File: src/common/mfr_pkg.sv
// Shared constants and types for the measurement setup command decoder
package mfr_pkg;

    // ************************************************************
    // Widths
    // ************************************************************
    localparam int NUM_FUNCS = 4;
    localparam int RANGE_W   = 3;
    localparam int INTEGRATION_LINE_CYCLES_W    = 8;
    localparam int ERR_W     = 2;
    localparam int CNT_W     = 8;

    // ************************************************************
    // Measurement functions
    // ************************************************************
    typedef enum logic [1:0] {
        dc_volts_function      = 2'h0,
        dc_amps_function       = 2'h1,
        two_wire_ohms_function = 2'h2,
        four_wire_ohms_function = 2'h3
    } mfr_func_t;

    // ************************************************************
    // Command operations
    // ************************************************************
    typedef enum logic [2:0] {
        op_select_function = 3'h0,
        op_range_code      = 3'h1,
        op_set_range       = 3'h2,
        op_set_integration_line_cycles        = 3'h3,
        op_set_autorange   = 3'h4,
        op_set_autozero    = 3'h5,
        op_module_reset    = 3'h6
    } mfr_op_t;

    typedef enum logic [1:0] {
        az_off  = 2'h0,
        az_on   = 2'h1,
        az_once = 2'h2
    } mfr_az_t;

    // ************************************************************
    // Range codes and error codes
    // ************************************************************
    localparam logic [RANGE_W-1:0] range_code_one   = 3'h1;
    localparam logic [RANGE_W-1:0] range_code_two   = 3'h2;
    localparam logic [RANGE_W-1:0] range_code_three = 3'h3;
    localparam logic [RANGE_W-1:0] range_code_four  = 3'h4;
    localparam logic [RANGE_W-1:0] range_code_five  = 3'h5;
    localparam logic [RANGE_W-1:0] range_code_six   = 3'h6;
    localparam logic [RANGE_W-1:0] range_code_seven = 3'h7;

    localparam logic [ERR_W-1:0] ERR_NONE         = 2'h0;
    localparam logic [ERR_W-1:0] ERR_OUT_OF_RANGE = 2'h1;
    localparam logic [ERR_W-1:0] ERR_INVALID      = 2'h2;

    // ************************************************************
    // Reset values
    // ************************************************************
    localparam logic [RANGE_W-1:0] PON_VOLTS_RANGE = range_code_three;
    localparam logic [RANGE_W-1:0] RST_VOLTS_RANGE = range_code_five;
    localparam logic [RANGE_W-1:0] DEF_AMPS_RANGE  = range_code_three;
    localparam logic [RANGE_W-1:0] DEF_OHMS_RANGE  = range_code_two;
    localparam logic [INTEGRATION_LINE_CYCLES_W-1:0]  DEF_INTEGRATION_LINE_CYCLES        = 8'h0a;
    localparam logic               DEF_AUTORANGE   = 1'b1;

    // ************************************************************
    // Timing
    // ************************************************************
    localparam int CLK_PERIOD_NS    = 100;
    localparam int RECONFIG_TIME_NS = 1000;
    localparam int RECONFIG_CYCLES  =
        (RECONFIG_TIME_NS + CLK_PERIOD_NS - 1) / CLK_PERIOD_NS;

endpackage : mfr_pkg

File: src/rtl/mfr_range_decode.sv
// Range code legality check per measurement function
`timescale 1ns/10ps
module mfr_range_decode
    import mfr_pkg::*;
(
    // Request
    input  wire mfr_func_t            func,
    input  wire logic [RANGE_W-1:0]   code,
    // Verdict
    output logic                      range_ok,
    output logic [ERR_W-1:0]          range_err
);

    always_comb
    begin
        range_ok  = 1'b0;
        range_err = ERR_INVALID;
        unique case (func)
            dc_volts_function:
            begin
                if (code >= range_code_one && code <= range_code_five)
                begin
                    range_ok  = 1'b1;
                    range_err = ERR_NONE;
                end
                else
                    range_err = ERR_INVALID;
            end
            dc_amps_function:
            begin
                if (code >= range_code_one && code <= range_code_four)
                begin
                    range_ok  = 1'b1;
                    range_err = ERR_NONE;
                end
                else if (code >= range_code_five)
                    range_err = ERR_OUT_OF_RANGE;
                else
                    range_err = ERR_INVALID;
            end
            two_wire_ohms_function, four_wire_ohms_function:
            begin
                if (code >= range_code_one)
                begin
                    range_ok  = 1'b1;
                    range_err = ERR_NONE;
                end
            end
        endcase
    end

endmodule : mfr_range_decode

File: src/rtl/mfr_autozero_seq.sv
// Converter sequencer: zero and signal conversions per autozero mode
`timescale 1ns/10ps
module mfr_autozero_seq
    import mfr_pkg::*;
(
    // Clock and reset
    input  wire logic    clock,
    input  wire logic    reset_n,
    // Control
    input  wire mfr_az_t mode,
    input  wire logic    once_req,
    input  wire logic    scan_req,
    // Converter
    input  wire logic    conv_done,
    output logic         conv_start,
    output logic         conv_zero,
    output logic         seq_ready
);

    typedef enum logic [2:0] {
        sq_idle   = 3'b001,
        sq_zero   = 3'b010,
        sq_signal = 3'b100
    } mfr_sq_t;

    typedef struct packed {
        mfr_sq_t st;
        logic    start;
        logic    zero;
        logic    pend_signal;
        logic    once_pend;
    } mfr_seq_t;

    mfr_seq_t s_r;
    mfr_seq_t s_nxt;

    always_comb
    begin
        s_nxt       = s_r;
        s_nxt.start = 1'b0;
        if (once_req)
            s_nxt.once_pend = 1'b1;
        unique case (s_r.st)
            sq_idle:
            begin
                if (s_r.once_pend || once_req)
                begin
                    s_nxt.st          = sq_zero;
                    s_nxt.start       = 1'b1;
                    s_nxt.zero        = 1'b1;
                    s_nxt.pend_signal = 1'b0;
                    s_nxt.once_pend   = 1'b0;
                end
                else if (scan_req && mode == az_on)
                begin
                    s_nxt.st          = sq_zero;
                    s_nxt.start       = 1'b1;
                    s_nxt.zero        = 1'b1;
                    s_nxt.pend_signal = 1'b1;
                end
                else if (scan_req)
                begin
                    s_nxt.st    = sq_signal;
                    s_nxt.start = 1'b1;
                    s_nxt.zero  = 1'b0;
                end
            end
            sq_zero:
            begin
                if (conv_done && s_r.pend_signal)
                begin
                    s_nxt.st          = sq_signal;
                    s_nxt.start       = 1'b1;
                    s_nxt.zero        = 1'b0;
                    s_nxt.pend_signal = 1'b0;
                end
                else if (conv_done)
                begin
                    s_nxt.st   = sq_idle;
                    s_nxt.zero = 1'b0;
                end
            end
            sq_signal:
            begin
                if (conv_done)
                    s_nxt.st = sq_idle;
            end
            default: s_nxt.st = sq_idle;
        endcase
    end

    always_ff @(posedge clock)
    begin
        if (!reset_n)
            s_r <= '{st: sq_idle, default: '0};
        else
            s_r <= s_nxt;
    end

    assign conv_start = s_r.start;
    assign conv_zero  = s_r.zero;
    assign seq_ready  = (s_r.st == sq_idle) && !s_r.once_pend;

endmodule : mfr_autozero_seq

File: src/rtl/mfr_setup_decoder.sv
// Measurement setup command decoder with per-function range state
//
// Operation
// - Four function codes select volts, amps, ohms
// - Range code affects active function only
// - Volts codes one to five: 0.1-300 V
// - Amps codes one to four; zero invalid
// - Ohms codes one to seven: 100-100E6
// - Codes six, seven invalid for volts
// - Amps codes five to seven: out-of-range error
// - Range stored per function, others unchanged
// - Two- and four-wire ohms ranges linked
// - Reselected function restores its last state
// - Function/range codes keep integration setting
// - Power-on selects DC volts
// - Module reset: volts 300 V, rest power-on
// - Function change reconfigures hardware before measuring
// - Autozero on: zero before each measurement
// - Autozero off: no new zero readings
// - Autozero once: one zero, then off
// - Explicit range turns that function's autorange off
// - Per-function autorange, queryable and settable
// - Early external trigger ignored, no error
`timescale 1ns/10ps
module mfr_setup_decoder
    import mfr_pkg::*;
#(
    parameter int RECONF_CYCLES = RECONFIG_CYCLES
)
(
    // Clock and reset
    input  wire logic                clock,
    input  wire logic                reset_n,
    // Command port
    input  wire logic                cmd_valid,
    output logic                     cmd_ready,
    input  wire mfr_op_t             cmd_op,
    input  wire mfr_func_t           cmd_func,
    input  wire logic [RANGE_W-1:0]  cmd_range,
    input  wire logic [INTEGRATION_LINE_CYCLES_W-1:0]   cmd_integration_line_cycles,
    input  wire logic                cmd_flag,
    input  wire mfr_az_t             cmd_az,
    // Error report
    output logic                     err_valid,
    output logic [ERR_W-1:0]         err_code,
    // Active setup
    output mfr_func_t                active_func,
    output logic [RANGE_W-1:0]       active_range,
    output logic [INTEGRATION_LINE_CYCLES_W-1:0]        active_integration_line_cycles,
    output logic                     active_autorange,
    output mfr_az_t                  autozero_mode,
    output logic                     reconfig_busy,
    // Query port
    input  wire mfr_func_t           query_func,
    output logic [RANGE_W-1:0]       query_range,
    output logic [INTEGRATION_LINE_CYCLES_W-1:0]        query_integration_line_cycles,
    output logic                     query_autorange,
    // Trigger and converter
    input  wire logic                ext_trigger,
    output logic                     scan_ready,
    input  wire logic                conv_done,
    output logic                     conv_start,
    output logic                     conv_zero
);

    // ************************************************************
    // State
    // ************************************************************
    typedef enum logic [1:0] {
        st_idle     = 2'b01,
        st_reconfig = 2'b10
    } mfr_state_t;

    typedef struct packed {
        mfr_state_t                          fsm;
        mfr_func_t                           func;
        logic [NUM_FUNCS-1:0][RANGE_W-1:0]   range;
        logic [NUM_FUNCS-1:0][INTEGRATION_LINE_CYCLES_W-1:0]    integration_line_cycles;
        logic [NUM_FUNCS-1:0]                autorange;
        mfr_az_t                             az_mode;
        logic                                az_once;
        logic [CNT_W-1:0]                    cnt;
        logic                                err_valid;
        logic [ERR_W-1:0]                    err_code;
        logic [2:0]                          trig_sync;
        logic                                scan_go;
        logic [RANGE_W-1:0]                  q_range;
        logic [INTEGRATION_LINE_CYCLES_W-1:0]                   q_integration_line_cycles;
        logic                                q_auto;
    } mfr_regs_t;

    localparam logic [CNT_W-1:0] RECONF_LAST = CNT_W'(RECONF_CYCLES - 1);

    mfr_regs_t r_r;
    mfr_regs_t r_nxt;

    mfr_func_t          dec_func;
    logic [RANGE_W-1:0] dec_code;
    logic               dec_ok;
    logic [ERR_W-1:0]   dec_err;
    logic               seq_ready;
    logic               cmd_take;
    logic               trig_edge;
    logic               ready_for_scan;

    // ************************************************************
    // Range legality and converter sequencing
    // ************************************************************
    // Short range codes target the active function, explicit ones name it
    assign dec_func = (cmd_op == op_range_code) ? r_r.func : cmd_func;
    assign dec_code = cmd_range;

    mfr_range_decode u_range_decode (
        .func      (dec_func),
        .code      (dec_code),
        .range_ok  (dec_ok),
        .range_err (dec_err)
    );

    mfr_autozero_seq u_autozero_seq (
        .clock      (clock),
        .reset_n    (reset_n),
        .mode       (r_r.az_mode),
        .once_req   (r_r.az_once),
        .scan_req   (r_r.scan_go),
        .conv_done  (conv_done),
        .conv_start (conv_start),
        .conv_zero  (conv_zero),
        .seq_ready  (seq_ready)
    );

    // One command at a time; the next waits until this one took effect
    assign cmd_ready = (r_r.fsm == st_idle);
    assign cmd_take  = cmd_valid && cmd_ready;

    // Edge seen only on the second and third sync stages
    assign trig_edge = r_r.trig_sync[1] && !r_r.trig_sync[2];

    // Not ready while reconfiguring or converting; no scan queued either
    assign ready_for_scan = (r_r.fsm == st_idle) && seq_ready &&
                            !r_r.scan_go && !r_r.az_once;

    // ************************************************************
    // Next state
    // ************************************************************
    always_comb
    begin
        r_nxt           = r_r;
        r_nxt.err_valid = 1'b0;
        r_nxt.err_code  = ERR_NONE;
        r_nxt.az_once   = 1'b0;
        r_nxt.scan_go   = 1'b0;

        // Trigger synchroniser
        r_nxt.trig_sync = {r_r.trig_sync[1:0], ext_trigger};

        // A trigger that finds the block busy is dropped silently
        if (trig_edge && ready_for_scan)
            r_nxt.scan_go = 1'b1;

        // Query answers registered one cycle after the request
        r_nxt.q_range = r_r.range[query_func];
        r_nxt.q_integration_line_cycles  = r_r.integration_line_cycles[query_func];
        r_nxt.q_auto  = r_r.autorange[query_func];

        unique case (r_r.fsm)
            st_idle:
            begin
                if (cmd_take)
                begin
                    unique case (cmd_op)
                        op_select_function:
                        begin
                            // Ranges live per function, so reselecting
                            // simply brings the old one back
                            r_nxt.func = cmd_func;
                            if (cmd_func != r_r.func)
                            begin
                                r_nxt.fsm = st_reconfig;
                                r_nxt.cnt = '0;
                            end
                        end
                        op_range_code, op_set_range:
                        begin
                            if (dec_ok)
                            begin
                                r_nxt.range[dec_func]     = cmd_range;
                                r_nxt.autorange[dec_func] = 1'b0;
                                if (dec_func == two_wire_ohms_function ||
                                    dec_func == four_wire_ohms_function)
                                begin
                                    r_nxt.range[two_wire_ohms_function]
                                        = cmd_range;
                                    r_nxt.range[four_wire_ohms_function]
                                        = cmd_range;
                                    r_nxt.autorange[two_wire_ohms_function]
                                        = 1'b0;
                                    r_nxt.autorange[four_wire_ohms_function]
                                        = 1'b0;
                                end
                            end
                            else
                            begin
                                r_nxt.err_valid = 1'b1;
                                r_nxt.err_code  = dec_err;
                            end
                        end
                        op_set_integration_line_cycles:
                        begin
                            r_nxt.integration_line_cycles[cmd_func] = cmd_integration_line_cycles;
                        end
                        op_set_autorange:
                        begin
                            r_nxt.autorange[cmd_func] = cmd_flag;
                        end
                        op_set_autozero:
                        begin
                            if (cmd_az == az_once)
                            begin
                                r_nxt.az_mode = az_off;
                                r_nxt.az_once = 1'b1;
                            end
                            else
                                r_nxt.az_mode = cmd_az;
                        end
                        op_module_reset:
                        begin
                            r_nxt.func = dc_volts_function;
                            r_nxt.range[dc_volts_function] =
                                RST_VOLTS_RANGE;
                            r_nxt.range[dc_amps_function] = DEF_AMPS_RANGE;
                            r_nxt.range[two_wire_ohms_function] =
                                DEF_OHMS_RANGE;
                            r_nxt.range[four_wire_ohms_function] =
                                DEF_OHMS_RANGE;
                            for (int i = 0; i < NUM_FUNCS; i++)
                                r_nxt.integration_line_cycles[i] = DEF_INTEGRATION_LINE_CYCLES;
                            r_nxt.autorange = {NUM_FUNCS{DEF_AUTORANGE}};
                            r_nxt.az_mode   = az_on;
                            if (r_r.func != dc_volts_function)
                            begin
                                r_nxt.fsm = st_reconfig;
                                r_nxt.cnt = '0;
                            end
                        end
                        default:
                        begin
                            r_nxt.err_valid = 1'b1;
                            r_nxt.err_code  = ERR_INVALID;
                        end
                    endcase
                end
            end
            st_reconfig:
            begin
                // Front end settles before any new scan is accepted
                if (r_r.cnt == RECONF_LAST)
                    r_nxt.fsm = st_idle;
                else
                    r_nxt.cnt = r_r.cnt + CNT_W'(1);
            end
            default: r_nxt.fsm = st_idle;
        endcase
    end

    // ************************************************************
    // Registers
    // ************************************************************
    always_ff @(posedge clock)
    begin
        if (!reset_n)
        begin
            r_r.fsm       <= st_idle;
            r_r.func      <= dc_volts_function;
            r_r.range[dc_volts_function]       <= PON_VOLTS_RANGE;
            r_r.range[dc_amps_function]        <= DEF_AMPS_RANGE;
            r_r.range[two_wire_ohms_function]  <= DEF_OHMS_RANGE;
            r_r.range[four_wire_ohms_function] <= DEF_OHMS_RANGE;
            r_r.integration_line_cycles      <= {NUM_FUNCS{DEF_INTEGRATION_LINE_CYCLES}};
            r_r.autorange <= {NUM_FUNCS{DEF_AUTORANGE}};
            r_r.az_mode   <= az_on;
            r_r.az_once   <= 1'b0;
            r_r.cnt       <= '0;
            r_r.err_valid <= 1'b0;
            r_r.err_code  <= ERR_NONE;
            r_r.trig_sync <= 3'h0;
            r_r.scan_go   <= 1'b0;
            r_r.q_range   <= '0;
            r_r.q_integration_line_cycles    <= '0;
            r_r.q_auto    <= 1'b0;
        end
        else
            r_r <= r_nxt;
    end

    // ************************************************************
    // Outputs
    // ************************************************************
    assign err_valid        = r_r.err_valid;
    assign err_code         = r_r.err_code;
    assign active_func      = r_r.func;
    assign active_range     = r_r.range[r_r.func];
    assign active_integration_line_cycles      = r_r.integration_line_cycles[r_r.func];
    assign active_autorange = r_r.autorange[r_r.func];
    assign autozero_mode    = r_r.az_mode;
    assign reconfig_busy    = (r_r.fsm == st_reconfig);
    assign query_range      = r_r.q_range;
    assign query_integration_line_cycles       = r_r.q_integration_line_cycles;
    assign query_autorange  = r_r.q_auto;
    assign scan_ready       = ready_for_scan;

endmodule : mfr_setup_decoder

File: config.mk
export PLATFORM = sky130hd
export DESIGN_NAME = mfr_setup_decoder
export DESIGN_NICKNAME = d
export VERILOG_FILES = /design/src/common/mfr_pkg.sv /design/src/rtl/mfr_range_decode.sv /design/src/rtl/mfr_autozero_seq.sv /design/src/rtl/mfr_setup_decoder.sv
export SDC_FILE = /design/constraint.sdc
export NUM_CORES = 1
export LEC_CHECK = 0
export ABC_AREA = 1
export BUFFER_PORTS_ARGS = -buffer_cell sky130_fd_sc_hd__buf_2
export CAP_MARGIN = 10
export CORE_MARGIN = 10
export CORE_UTILIZATION = 39
export CTS_CLUSTER_SIZE = 20
export DETAILED_ROUTE_END_ITERATION = 10
export PLACE_DENSITY_LB_ADDON = 0.2
export SKIP_CTS_REPAIR_TIMING = 1
export SLEW_MARGIN = 10
export SYNTH_ARGS = -nofsm -noshare
export SYNTH_HDL_FRONTEND = slang
export SYNTH_HIERARCHICAL = 1
export SYNTH_SLANG_ARGS = --single-unit
File: constraint.sdc
create_clock -name clock -period 1.8 [get_ports clock]
set_input_delay 0.27 -clock clock [delete_from_list [all_inputs] [get_ports clock]]
set_output_delay 0.27 -clock clock [all_outputs]
set_load 0.1 [all_outputs]
==> impl_metrics.csv, run 1 <==
group,metric,value,unit
synthesis,synth-xor-area-share,0.00382,
timing,worst_slew_pin_slew,0.492,ns
global_routing,grt_pass1_wl,21400,um
clock_tree,clockBufferDepth,2,
critical_path,worstSetupStartpointType,"flip-flop",
die,fp.dieH,128,um
final_layout,area_delta_synth_final,29.8,%
synthesis,synth-simple-area-share,0.252,
timing,finalWorstPathRequiredPeriod,1.80,ns
clock_tree,cts.sinks,89,
synthesis,synthArstFlopShare,0,
global_routing,antenna_found_initial,0,
die,fp.dieW,128,um
timing,fin_crit_sh,1.00,
placement,pre_cts_ws,-0.131,ns
synthesis,ys_seq_area_frac,0.389,
timing,setup-tns-final,-0.00110,ns
synthesis,synth_area_leaders,"dfxtp_1 39%, a21oi_1 11%, nand2_1 8.8%, o21ai_0 7.4%, inv_1 6.3%",
synthesis,synth-seq-cells,89,
synthesis,muxShareOfSynthArea,0,
power_and_ir_drop,p_seq_frac,0.392,
job,maxCapViolCount,0,
placement,portBuffers,61,
drt,first_iter_violations,424,
final_layout,final_util,0.519,
critical_path,cp-end-kind,"primary output",
timing,hold_viol_final,0,
drt,drt-pass1-iter-count,5,
synthesis,avgSynthCellArea,6.79,um^2
critical_path,setup.worst_path.class,"flip-flop to primary output",
power_and_ir_drop,netSwitchingFraction,0.346,
run_status,status,"complete, but fails checks",
drt,drc,0,
final_layout,multi_input_area,2500,um^2
placement,dpl_cell_area,5440,um^2
drt,wl,13400,um
placement,gp_congestion,0.875,
run_status,violations,"negative setup slack",
clock_tree,path_clk_slew,0.07,ns
clock_tree,cts_tree,"yes",
drt,via_count,4641,
synthesis,syn_area,4580,um^2
drt,wl_per_cell,15.1,um
drt,routed_via_density,5.20,
synthesis,ys_types,37,
min_path,hp-class,"input pin to flip-flop",
clock_tree,htree_levels,3,
placement,hpwl,9240,um
synthesis,yosys_warnings,6,
final_layout,antenna_cells,0,
final_layout,fillers,1104,
final_layout,seqCellArea,1800,um^2
synthesis,synth_compound_area_frac,0.227,
synthesis,syn_nets,703,
synthesis,synthFlopType,"dfxtp_1",
die,start_util,0.400,
power_and_ir_drop,leakage,2.64,nW
die,core,11500,um^2
timing,fmax,555,MHz
synthesis,syn-instance-count,675,
timing,layout_setup_ws,-0.00110,ns
final_layout,final_area,5950,um^2
timing,maxSlewViolCount,0,
clock_tree,cts_root_buf,"clkbuf_16",
power_and_ir_drop,switchingPower,0.00185,W
power_and_ir_drop,p_int,0.00350,W
die,die_area,16500,um^2
die,io_pins,62,
power_and_ir_drop,p_per_area,900,nW/um^2
final_layout,fin_nets,772,
global_routing,grt_use_total,0.157,
clock_tree,cts_buffers,9,
power_and_ir_drop,pwr-share-clk,0.347,
timing,final-setup-viol-count,1,
global_routing,grt_pass1_vias,4359,
timing,rsz0062_at_grt,"yes",
die,placementRows,39,
power_and_ir_drop,ir_worst_vdd,515,uV
synthesis,yosysTopAreaCellShare,0.389,
drt,ant_nets,0,
synthesis,synth_edf_count,0,
critical_path,worstPathRequired,1.53,ns
synthesis,synthAdderAreaFrac,0.00546,
timing,clock_skew,0.00926,ns
global_routing,gr-total-overflow,0,
synthesis,yosysTopAreaCell,"dfxtp_1",
synthesis,synth_top_family_by_area,"simple AND/OR/NAND/NOR gates",
timing,relSlewSlack,0.669,
final_layout,drive_gt1_frac,0.263,
clock_tree,insertion_delay,0.34,ns
power_and_ir_drop,finalPower,0.00535,W
critical_path,crit_fanout,19,
critical_path,cp.arrival,1.53,ns
power_and_ir_drop,pwr-share-comb,0.261,
global_routing,grt_max_degree,34,
-- synth_stat cells, types with 2 or more instances --
cell,instances
a211oi_1,2
a21oi_1,100
a21oi_4,2
buf_2,6
buf_4,17
buf_6,2
clkbuf_1,16
dfxtp_1,89
ha_1,2
inv_1,77
inv_2,8
nand2_1,108
nand2_2,16
nand2_4,2
nand3_1,39
nand3b_1,3
nand4_1,4
nor2_1,64
nor2_2,4
nor2_4,2
nor3_1,4
nor3b_1,3
o21ai_0,68
o21ai_1,20
o22ai_1,5
-- cell families (layout without fill, tap and decap cells) --
logic type,count (synthesis),count (layout)
flops,89,89
fa+ha+maj,2,2
compound gates,200,200
simple gates,255,255
xor+xnor,2,2
buf+inv,127,201
-- placed cells by master (no fill, tap or decap), types with 3 or more instances in the layout --
master	instances
a21oi_1	86
a21oi_2	8
a21oi_4	9
buf_12	16
buf_2	46
buf_4	35
clkbuf_16	10
dfxtp_1	84
dfxtp_4	3
inv_1	73
inv_2	8
inv_4	3
inv_6	3
nand2_1	104
nand2_2	17
nand2_4	5
nand3_1	37
nand3b_1	3
nand4_1	4
nor2_1	63
nor2_2	4
nor2_4	3
nor3_1	4
o21ai_0	57
o21ai_1	23
o21ai_2	8
o22ai_4	5
-- power groups by stage --
stage          sequential, W  clock [W]  combinational, W
2_1_floorplan        0.00216          0          0.000933
3_3_place_gp         0.00214          0           0.00133
3_5_place_dp         0.00214          0           0.00133
4_1_cts              0.00210    0.00188           0.00134
5_1_grt              0.00211    0.00196           0.00149
6_report             0.00210    0.00186           0.00140
-- layout make-up --
cell class,count,area share
multi-input cells,459,0.420
flip-flops and latches,89,0.302
repair buffers,100,0.144
inverters,85,0.0555
clock buffers,12,0.0431
well taps,143,0.0301
clock inverters,4,0.00568
-- routing by layer --
layer  track usage  wire length (um)  vias to the layer above
li1              -                 -                     2334
met1         0.206              6120                     2147
met3        0.0333               766                       17
met2         0.246              6320                      143
met4        0.0636               237                        0
met5             0                 0                        -
-- state kept, by name, summed over array words and instances, names as in the netlist, 2 cells and up --
signal / flops
query_range: 3
active_func: 2
u_autozero_seq/s_r: 5
r_r: 61
query_integration_line_cycles: 8
err_code: 2
autozero_mode: 2
r_nxt: 2
-- final timing paths --
check	startpoint	endpoint	slack, ns	cells after the start
hold reg to reg	r_r[15]	r_r[12]	0.41	1
setup reg to reg	active_func[0]	r_r[70]	0.11	12
hold / removal	ext_trigger	r_nxt[14]	0.10	3
setup / recovery	active_func[0]	active_range[0]	-0.001	4
-- metrics by stage --
step                std cells  hold slack (ns)
floorplan                 675            0.355
global placement          867            0.386
detailed placement        867            0.403
CTS                       883           0.0989
global route              892            0.115
finish                    892            0.105
-- worst max-delay path: stages, from the launching register on --
cell and delay, ns:
dfxtp_2 0.34, buf_6 0.22, o21ai_0 0.20, o22ai_4 0.22, buf_12 0.20
Note: power is estimated with default switching activity, not from simulation.
==> run 2: changes to the inputs <==
--- a/config.mk
+++ b/config.mk
@@ -7,13 +7,14 @@
 export LEC_CHECK = 0
 export ABC_AREA = 1
 export BUFFER_PORTS_ARGS = -buffer_cell sky130_fd_sc_hd__buf_2
-export CAP_MARGIN = 10
+export CAP_MARGIN = 20
 export CORE_MARGIN = 10
 export CORE_UTILIZATION = 39
 export CTS_CLUSTER_SIZE = 20
 export DETAILED_ROUTE_END_ITERATION = 10
 export PLACE_DENSITY_LB_ADDON = 0.2
 export SKIP_CTS_REPAIR_TIMING = 1
+export SKIP_LAST_GASP = 1
 export SLEW_MARGIN = 10
 export SYNTH_ARGS = -nofsm -noshare
 export SYNTH_HDL_FRONTEND = slang
==> run 2 against run 1 <==
Compared with the run above:
- the run still ends with negative setup slack left
- die area unchanged
- via count decreased by 1.5%
- global-route usage stayed put
- critical path type unchanged
- critical endpoint unchanged
- largest cell class unchanged
==> impl_metrics.csv, run 2 (same netlist as run 1, synthesis figures left out) <==
group,metric,value,unit
critical_path,worst_r2r_path_depth,13,
drt,drt-pass1-iter-count,5,
placement,place_inst,867,
final_layout,largest_reg_flops,61,
power_and_ir_drop,ir_worst_vdd,513,uV
drt,via_count,4570,
timing,rsz0062_at_grt,"yes",
critical_path,crit_fanout,19,
final_layout,seqCellArea,1800,um^2
timing,fmax,555,MHz
power_and_ir_drop,leakage,2.64,nW
clock_tree,cts_buffers,9,
clock_tree,path_clk_slew,0.07,ns
final_layout,area_delta_synth_final,29.6,%
final_layout,fillers,1105,
die,start_util,0.400,
drt,drc,0,
clock_tree,cts_root_buf,"clkbuf_16",
global_routing,grt_max_degree,34,
critical_path,setup.worst_path.class,"flip-flop to primary output",
final_layout,final_area,5940,um^2
global_routing,grt_pass1_wl,21400,um
timing,maxSlewViolCount,0,
clock_tree,clockBufferDepth,2,
critical_path,cp-startpoint,"active_func[0]",
die,die_area,16500,um^2
timing,worst_slew_pin_slew,0.481,ns
power_and_ir_drop,p_per_area,898,nW/um^2
run_status,status,"complete, but fails checks",
timing,fin_crit_sh,1.00,
timing,clock_skew,0.00793,ns
critical_path,r2r_start,"active_func[0]",
drt,ant_nets,0,
drt,wl_per_cell,14.9,um
final_layout,top_register,"r_r",
die,io_pins,62,
min_path,whs_path_depth,3,
critical_path,rrSetupSlack,0.12,ns
die,fp.dieH,128,um
drt,routed_via_density,5.12,
job,maxCapViolCount,0,
global_routing,grt_pass1_vias,4359,
final_layout,final_cells,892,
placement,dpl_cell_area,5440,um^2
final_layout,multi_input_area,2490,um^2
power_and_ir_drop,finalPower,0.00534,W
placement,hpwl,9240,um
timing,hold_viol_final,0,
global_routing,antenna_found_initial,0,
timing,layout_setup_ws,-0.00334,ns
final_layout,final_cell_mix,"104 x nand2_1, 86 x a21oi_1, 84 x dfxtp_1",
timing,final-setup-viol-count,1,
final_layout,antenna_cells,0,
timing,relSlewSlack,0.676,
final_layout,mostFrequentLayoutCell,"nand2_1",
global_routing,grt_use_total,0.157,
critical_path,crit_end,"active_range[0]",
clock_tree,cts.sinks,89,
final_layout,drive_gt1_frac,0.260,
die,placementRows,39,
clock_tree,insertion_delay,0.34,ns
placement,portBuffers,61,
critical_path,worstPathRequired,1.53,ns
drt,first_iter_violations,410,
placement,gp_congestion,0.875,
die,core,11500,um^2
clock_tree,cts_tree,"yes",
timing,finalWorstPathRequiredPeriod,1.80,ns
critical_path,r2r-end,"r_r[74]",
critical_path,worstSetupStartpointType,"flip-flop",
run_status,violations,"negative setup slack",
drt,wl,13300,um
die,fp.dieW,128,um
critical_path,cp-end-kind,"primary output",
min_path,hp-class,"input pin to flip-flop",
global_routing,gr-total-overflow,0,
clock_tree,htree_levels,3,
critical_path,cp.arrival,1.53,ns
final_layout,fin_nets,772,
[run 2: cell type report]
type                            instances  area share
Multi-Input combinational cell        459       0.419
Sequential cell                        89       0.302
Timing Repair Buffer                  100       0.144
Inverter                               85      0.0556
Clock buffer                           12      0.0432
Tap cell                              143      0.0301
Clock inverter                          4     0.00569
[run 2: worst min-delay path by stage]
stage	from	end	slack [ns]
after global routing	ext_trigger	r_nxt[14]	0.12
after detailed placement	r_nxt[14]	r_nxt[15]	0.40
after CTS	ext_trigger	r_nxt[14]	0.1
after global placement	r_r[15]	r_r[12]	0.39
after floorplan	reset_n	u_autozero_seq/s_r[4]	0.35
final	ext_trigger	r_nxt[14]	0.11
[run 2: through the flow]
stage | util | worst slack [ns] | TNS [ns] | hold WS (ns)
after floorplan | - | -0.0595 | -0.658 | 0.355
after global placement | 0.474 | -0.0414 | -0.0416 | 0.386
after detailed placement | 0.474 | -0.131 | -1.31 | 0.403
after CTS | 0.500 | -0.212 | -2.12 | 0.0989
after global routing | 0.518 | -0.0653 | -0.362 | 0.115
final | 0.518 | -0.00334 | -0.00334 | 0.107
[run 2: metal layers]
metal	share of wire	GRT usage	up-vias
li1	-	-	2331
met1	0.45	0.206	2095
met2	0.47	0.246	130
met3	0.063	0.0333	14
met4	0.016	0.0636	0
met5	0	0	-
[run 2: power breakdown]
group          internal, W  switching, W
combinational     0.000428      0.000964
clock              0.00103      0.000819
sequential         0.00204     0.0000549
[run 2: critical path, stage by stage, from the launching register on]
cell and delay (ns):
dfxtp_2 0.34, buf_6 0.22, o21ai_0 0.20, o22ai_4 0.22, buf_12 0.20
==> run 3: changes to the inputs <==
--- a/config.mk
+++ b/config.mk
@@ -9,7 +9,7 @@
 export BUFFER_PORTS_ARGS = -buffer_cell sky130_fd_sc_hd__buf_2
 export CAP_MARGIN = 20
 export CORE_MARGIN = 10
-export CORE_UTILIZATION = 39
+export CORE_UTILIZATION = 50
 export CTS_CLUSTER_SIZE = 20
 export DETAILED_ROUTE_END_ITERATION = 10
 export PLACE_DENSITY_LB_ADDON = 0.2
==> run 3 against run 2 <==
Compared with the run above:
- the run still ends with negative setup slack left
- clock skew increased by 0.0023 ns
- sequential share of layout area grew 1.2 points
- largest cell class unchanged
- first-iteration DRC count fell by 18%
- critical path type unchanged
- count of clock-buffer cells in the layout is 2 lower
- via count rose by 1.1%
- critical endpoint is now active_integration_line_cycles[1]
- maximum frequency down 4.5%
- clock power down 25%
==> impl_metrics.csv, run 3 (same netlist as run 1, synthesis figures left out) <==
group,metric,value,unit
final_layout,seqCellArea,1790,um^2
timing,relSlewSlack,0.664,
die,fp.dieH,116,um
drt,wl_met2,6180,um
drt,dr_wl_met3,780,um
drt,wl,12600,um
drt,wl_met1,5470,um
timing,fmax,529,MHz
timing,final-setup-viol-count,12,
critical_path,critical_path.cell_chain,"inv_1, buf_4, o21ai_0, o22ai_4, buf_12",
final_layout,area_delta_synth_final,24.5,%
die,fp.dieW,116,um
critical_path,cp-end-kind,"primary output",
timing,clock_skew,0.0102,ns
critical_path,worst_r2r_path_depth,14,
power_and_ir_drop,leakage,2.54,nW
drt,drt-pass1-iter-count,5,
timing,hold_viol_final,0,
die,start_util,0.520,
timing,layout_setup_ws,-0.0891,ns
critical_path,worstSetupStartpointType,"flip-flop",
drt,first_iter_violations,336,
critical_path,crit_end,"active_integration_line_cycles[1]",
drt,ant_nets,0,
die,die_area,13400,um^2
final_layout,top_register,"r_r",
final_layout,fin_nets,766,
global_routing,grt_pass1_wl,20300,um
global_routing,grt_max_degree,34,
global_routing,grt_use_total,0.184,
clock_tree,cts_buffers,9,
timing,finalWorstPathRequiredPeriod,1.89,ns
critical_path,crit_family,"buffers and inverters",
run_status,violations,"negative setup slack",
final_layout,antenna_cells,0,
critical_path,cp.arrival,1.62,ns
timing,rsz0062_at_grt,"yes",
drt,top_layer,"met4",
critical_path,crit_fanout,7,
clock_tree,clockBufferDepth,2,
global_routing,gr-total-overflow,0,
critical_path,worstPathRequired,1.53,ns
clock_tree,cts.sinks,89,
drt,wl_per_cell,14.9,um
run_status,status,"complete, but fails checks",
final_layout,fillers,766,
drt,drc,0,
placement,pre_cts_ws,-0.148,ns
power_and_ir_drop,ir_worst_vdd,627,uV
critical_path,r2r-end,"r_r[66]",
die,placementRows,34,
die,io_pins,62,
drt,routed_via_density,5.43,
critical_path,cp-startpoint,"active_func[1]",
placement,gp_congestion,0.843,
placement,hpwl,8960,um
job,maxCapViolCount,0,
timing,fin_crit_sh,1.05,
final_layout,drive_gt1_frac,0.238,
die,core,8810,um^2
clock_tree,path_clk_slew,0.09,ns
critical_path,crit_cells,5,
final_layout,multi_input_area,2440,um^2
global_routing,antenna_found_initial,0,
timing,maxSlewViolCount,0,
critical_path,rrSetupSlack,0.04,ns
critical_path,cpPeakStageDelay,0.37,ns
global_routing,grt_pass1_vias,4257,
critical_path,r2r_start,"active_func[1]",
placement,portBuffers,61,
critical_path,critPathBufInv,3,
power_and_ir_drop,p_per_area,850,nW/um^2
critical_path,setup.worst_path.class,"flip-flop to primary output",
critical_path,critPathSlowestCell,"dfxtp_2",
final_layout,mostFrequentLayoutCell,"nand2_1",
timing,worst_slew_pin_slew,0.504,ns
min_path,hp-class,"input pin to flip-flop",
final_layout,largest_reg_flops,61,
clock_tree,insertion_delay,0.36,ns
final_layout,final_util,0.648,
clock_tree,cts_root_buf,"clkbuf_8",
clock_tree,htree_levels,3,
clock_tree,cts_tree,"yes",
drt,via_count,4621,
final_layout,final_cell_mix,"106 x nand2_1, 89 x a21oi_1, 84 x dfxtp_1",
-- run 3: worst min path at each step --
stage | startpoint | endpoint | slack, ns | depth (start not counted)
global route | ext_trigger | r_nxt[14] | 0.09 | 3
finish | ext_trigger | r_nxt[14] | 0.09 | 3
global placement | r_r[15] | r_r[12] | 0.38 | 1
detailed placement | r_r[15] | r_r[12] | 0.39 | 1
floorplan | reset_n | u_autozero_seq/s_r[4] | 0.35 | 1
CTS | ext_trigger | r_nxt[14] | 0.09 | 3
-- run 3: through the flow --
step | std cells | instance area [um^2] | total power, W | TNS [ns] | hold slack, ns
detailed placement | 826 | 5360 | 0.00346 | -1.10 | 0.393
floorplan | 675 | 4780 | 0.00309 | -0.658 | 0.355
CTS | 842 | 5560 | 0.00483 | -2.44 | 0.0852
finish | 851 | 5710 | 0.00485 | -0.513 | 0.0909
global route | 851 | 5710 | 0.00506 | -3.02 | 0.0852
global placement | 826 | 5360 | 0.00344 | -0.0233 | 0.380
-- run 3: cell type report --
cell class / instances / share of cell area
clock buffer: 10 / 0.0224
sequential: 89 / 0.314
clock inverter: 6 / 0.0118
inverter: 85 / 0.0575
multi-input combinational: 459 / 0.428
timing repair buffer: 94 / 0.142
tap: 108 / 0.0237
-- run 3: power by group --
group          internal [W]  leakage (nW)  switching [W]  total (W)
clock network      0.000647        0.0929       0.000741    0.00139
registers           0.00204         0.725      0.0000537    0.00210
logic              0.000412          1.72       0.000951    0.00136
total               0.00310          2.54        0.00175    0.00485
-- run 3: layer usage --
layer,global-route usage,vias to the layer above
met5,0,-
met2,0.310,147
met4,0.0642,0
met1,0.232,2127
met3,0.0351,26
li1,-,2321
-- run 3: worst register-to-register path, cell delays in order, from the launching register on --
cell	delay, ns
dfxtp_2	0.40
nand4_1	0.13
nand2_2	0.10
nor2_1	0.06
nand2_2	0.07
nand2_2	0.05
nor2_2	0.11
inv_1	0.07
nor2_1	0.10
nand2_1	0.08
nand2_2	0.14
buf_4	0.12
buf_4	0.10
nand3_1	0.06
nand3_1	0.10
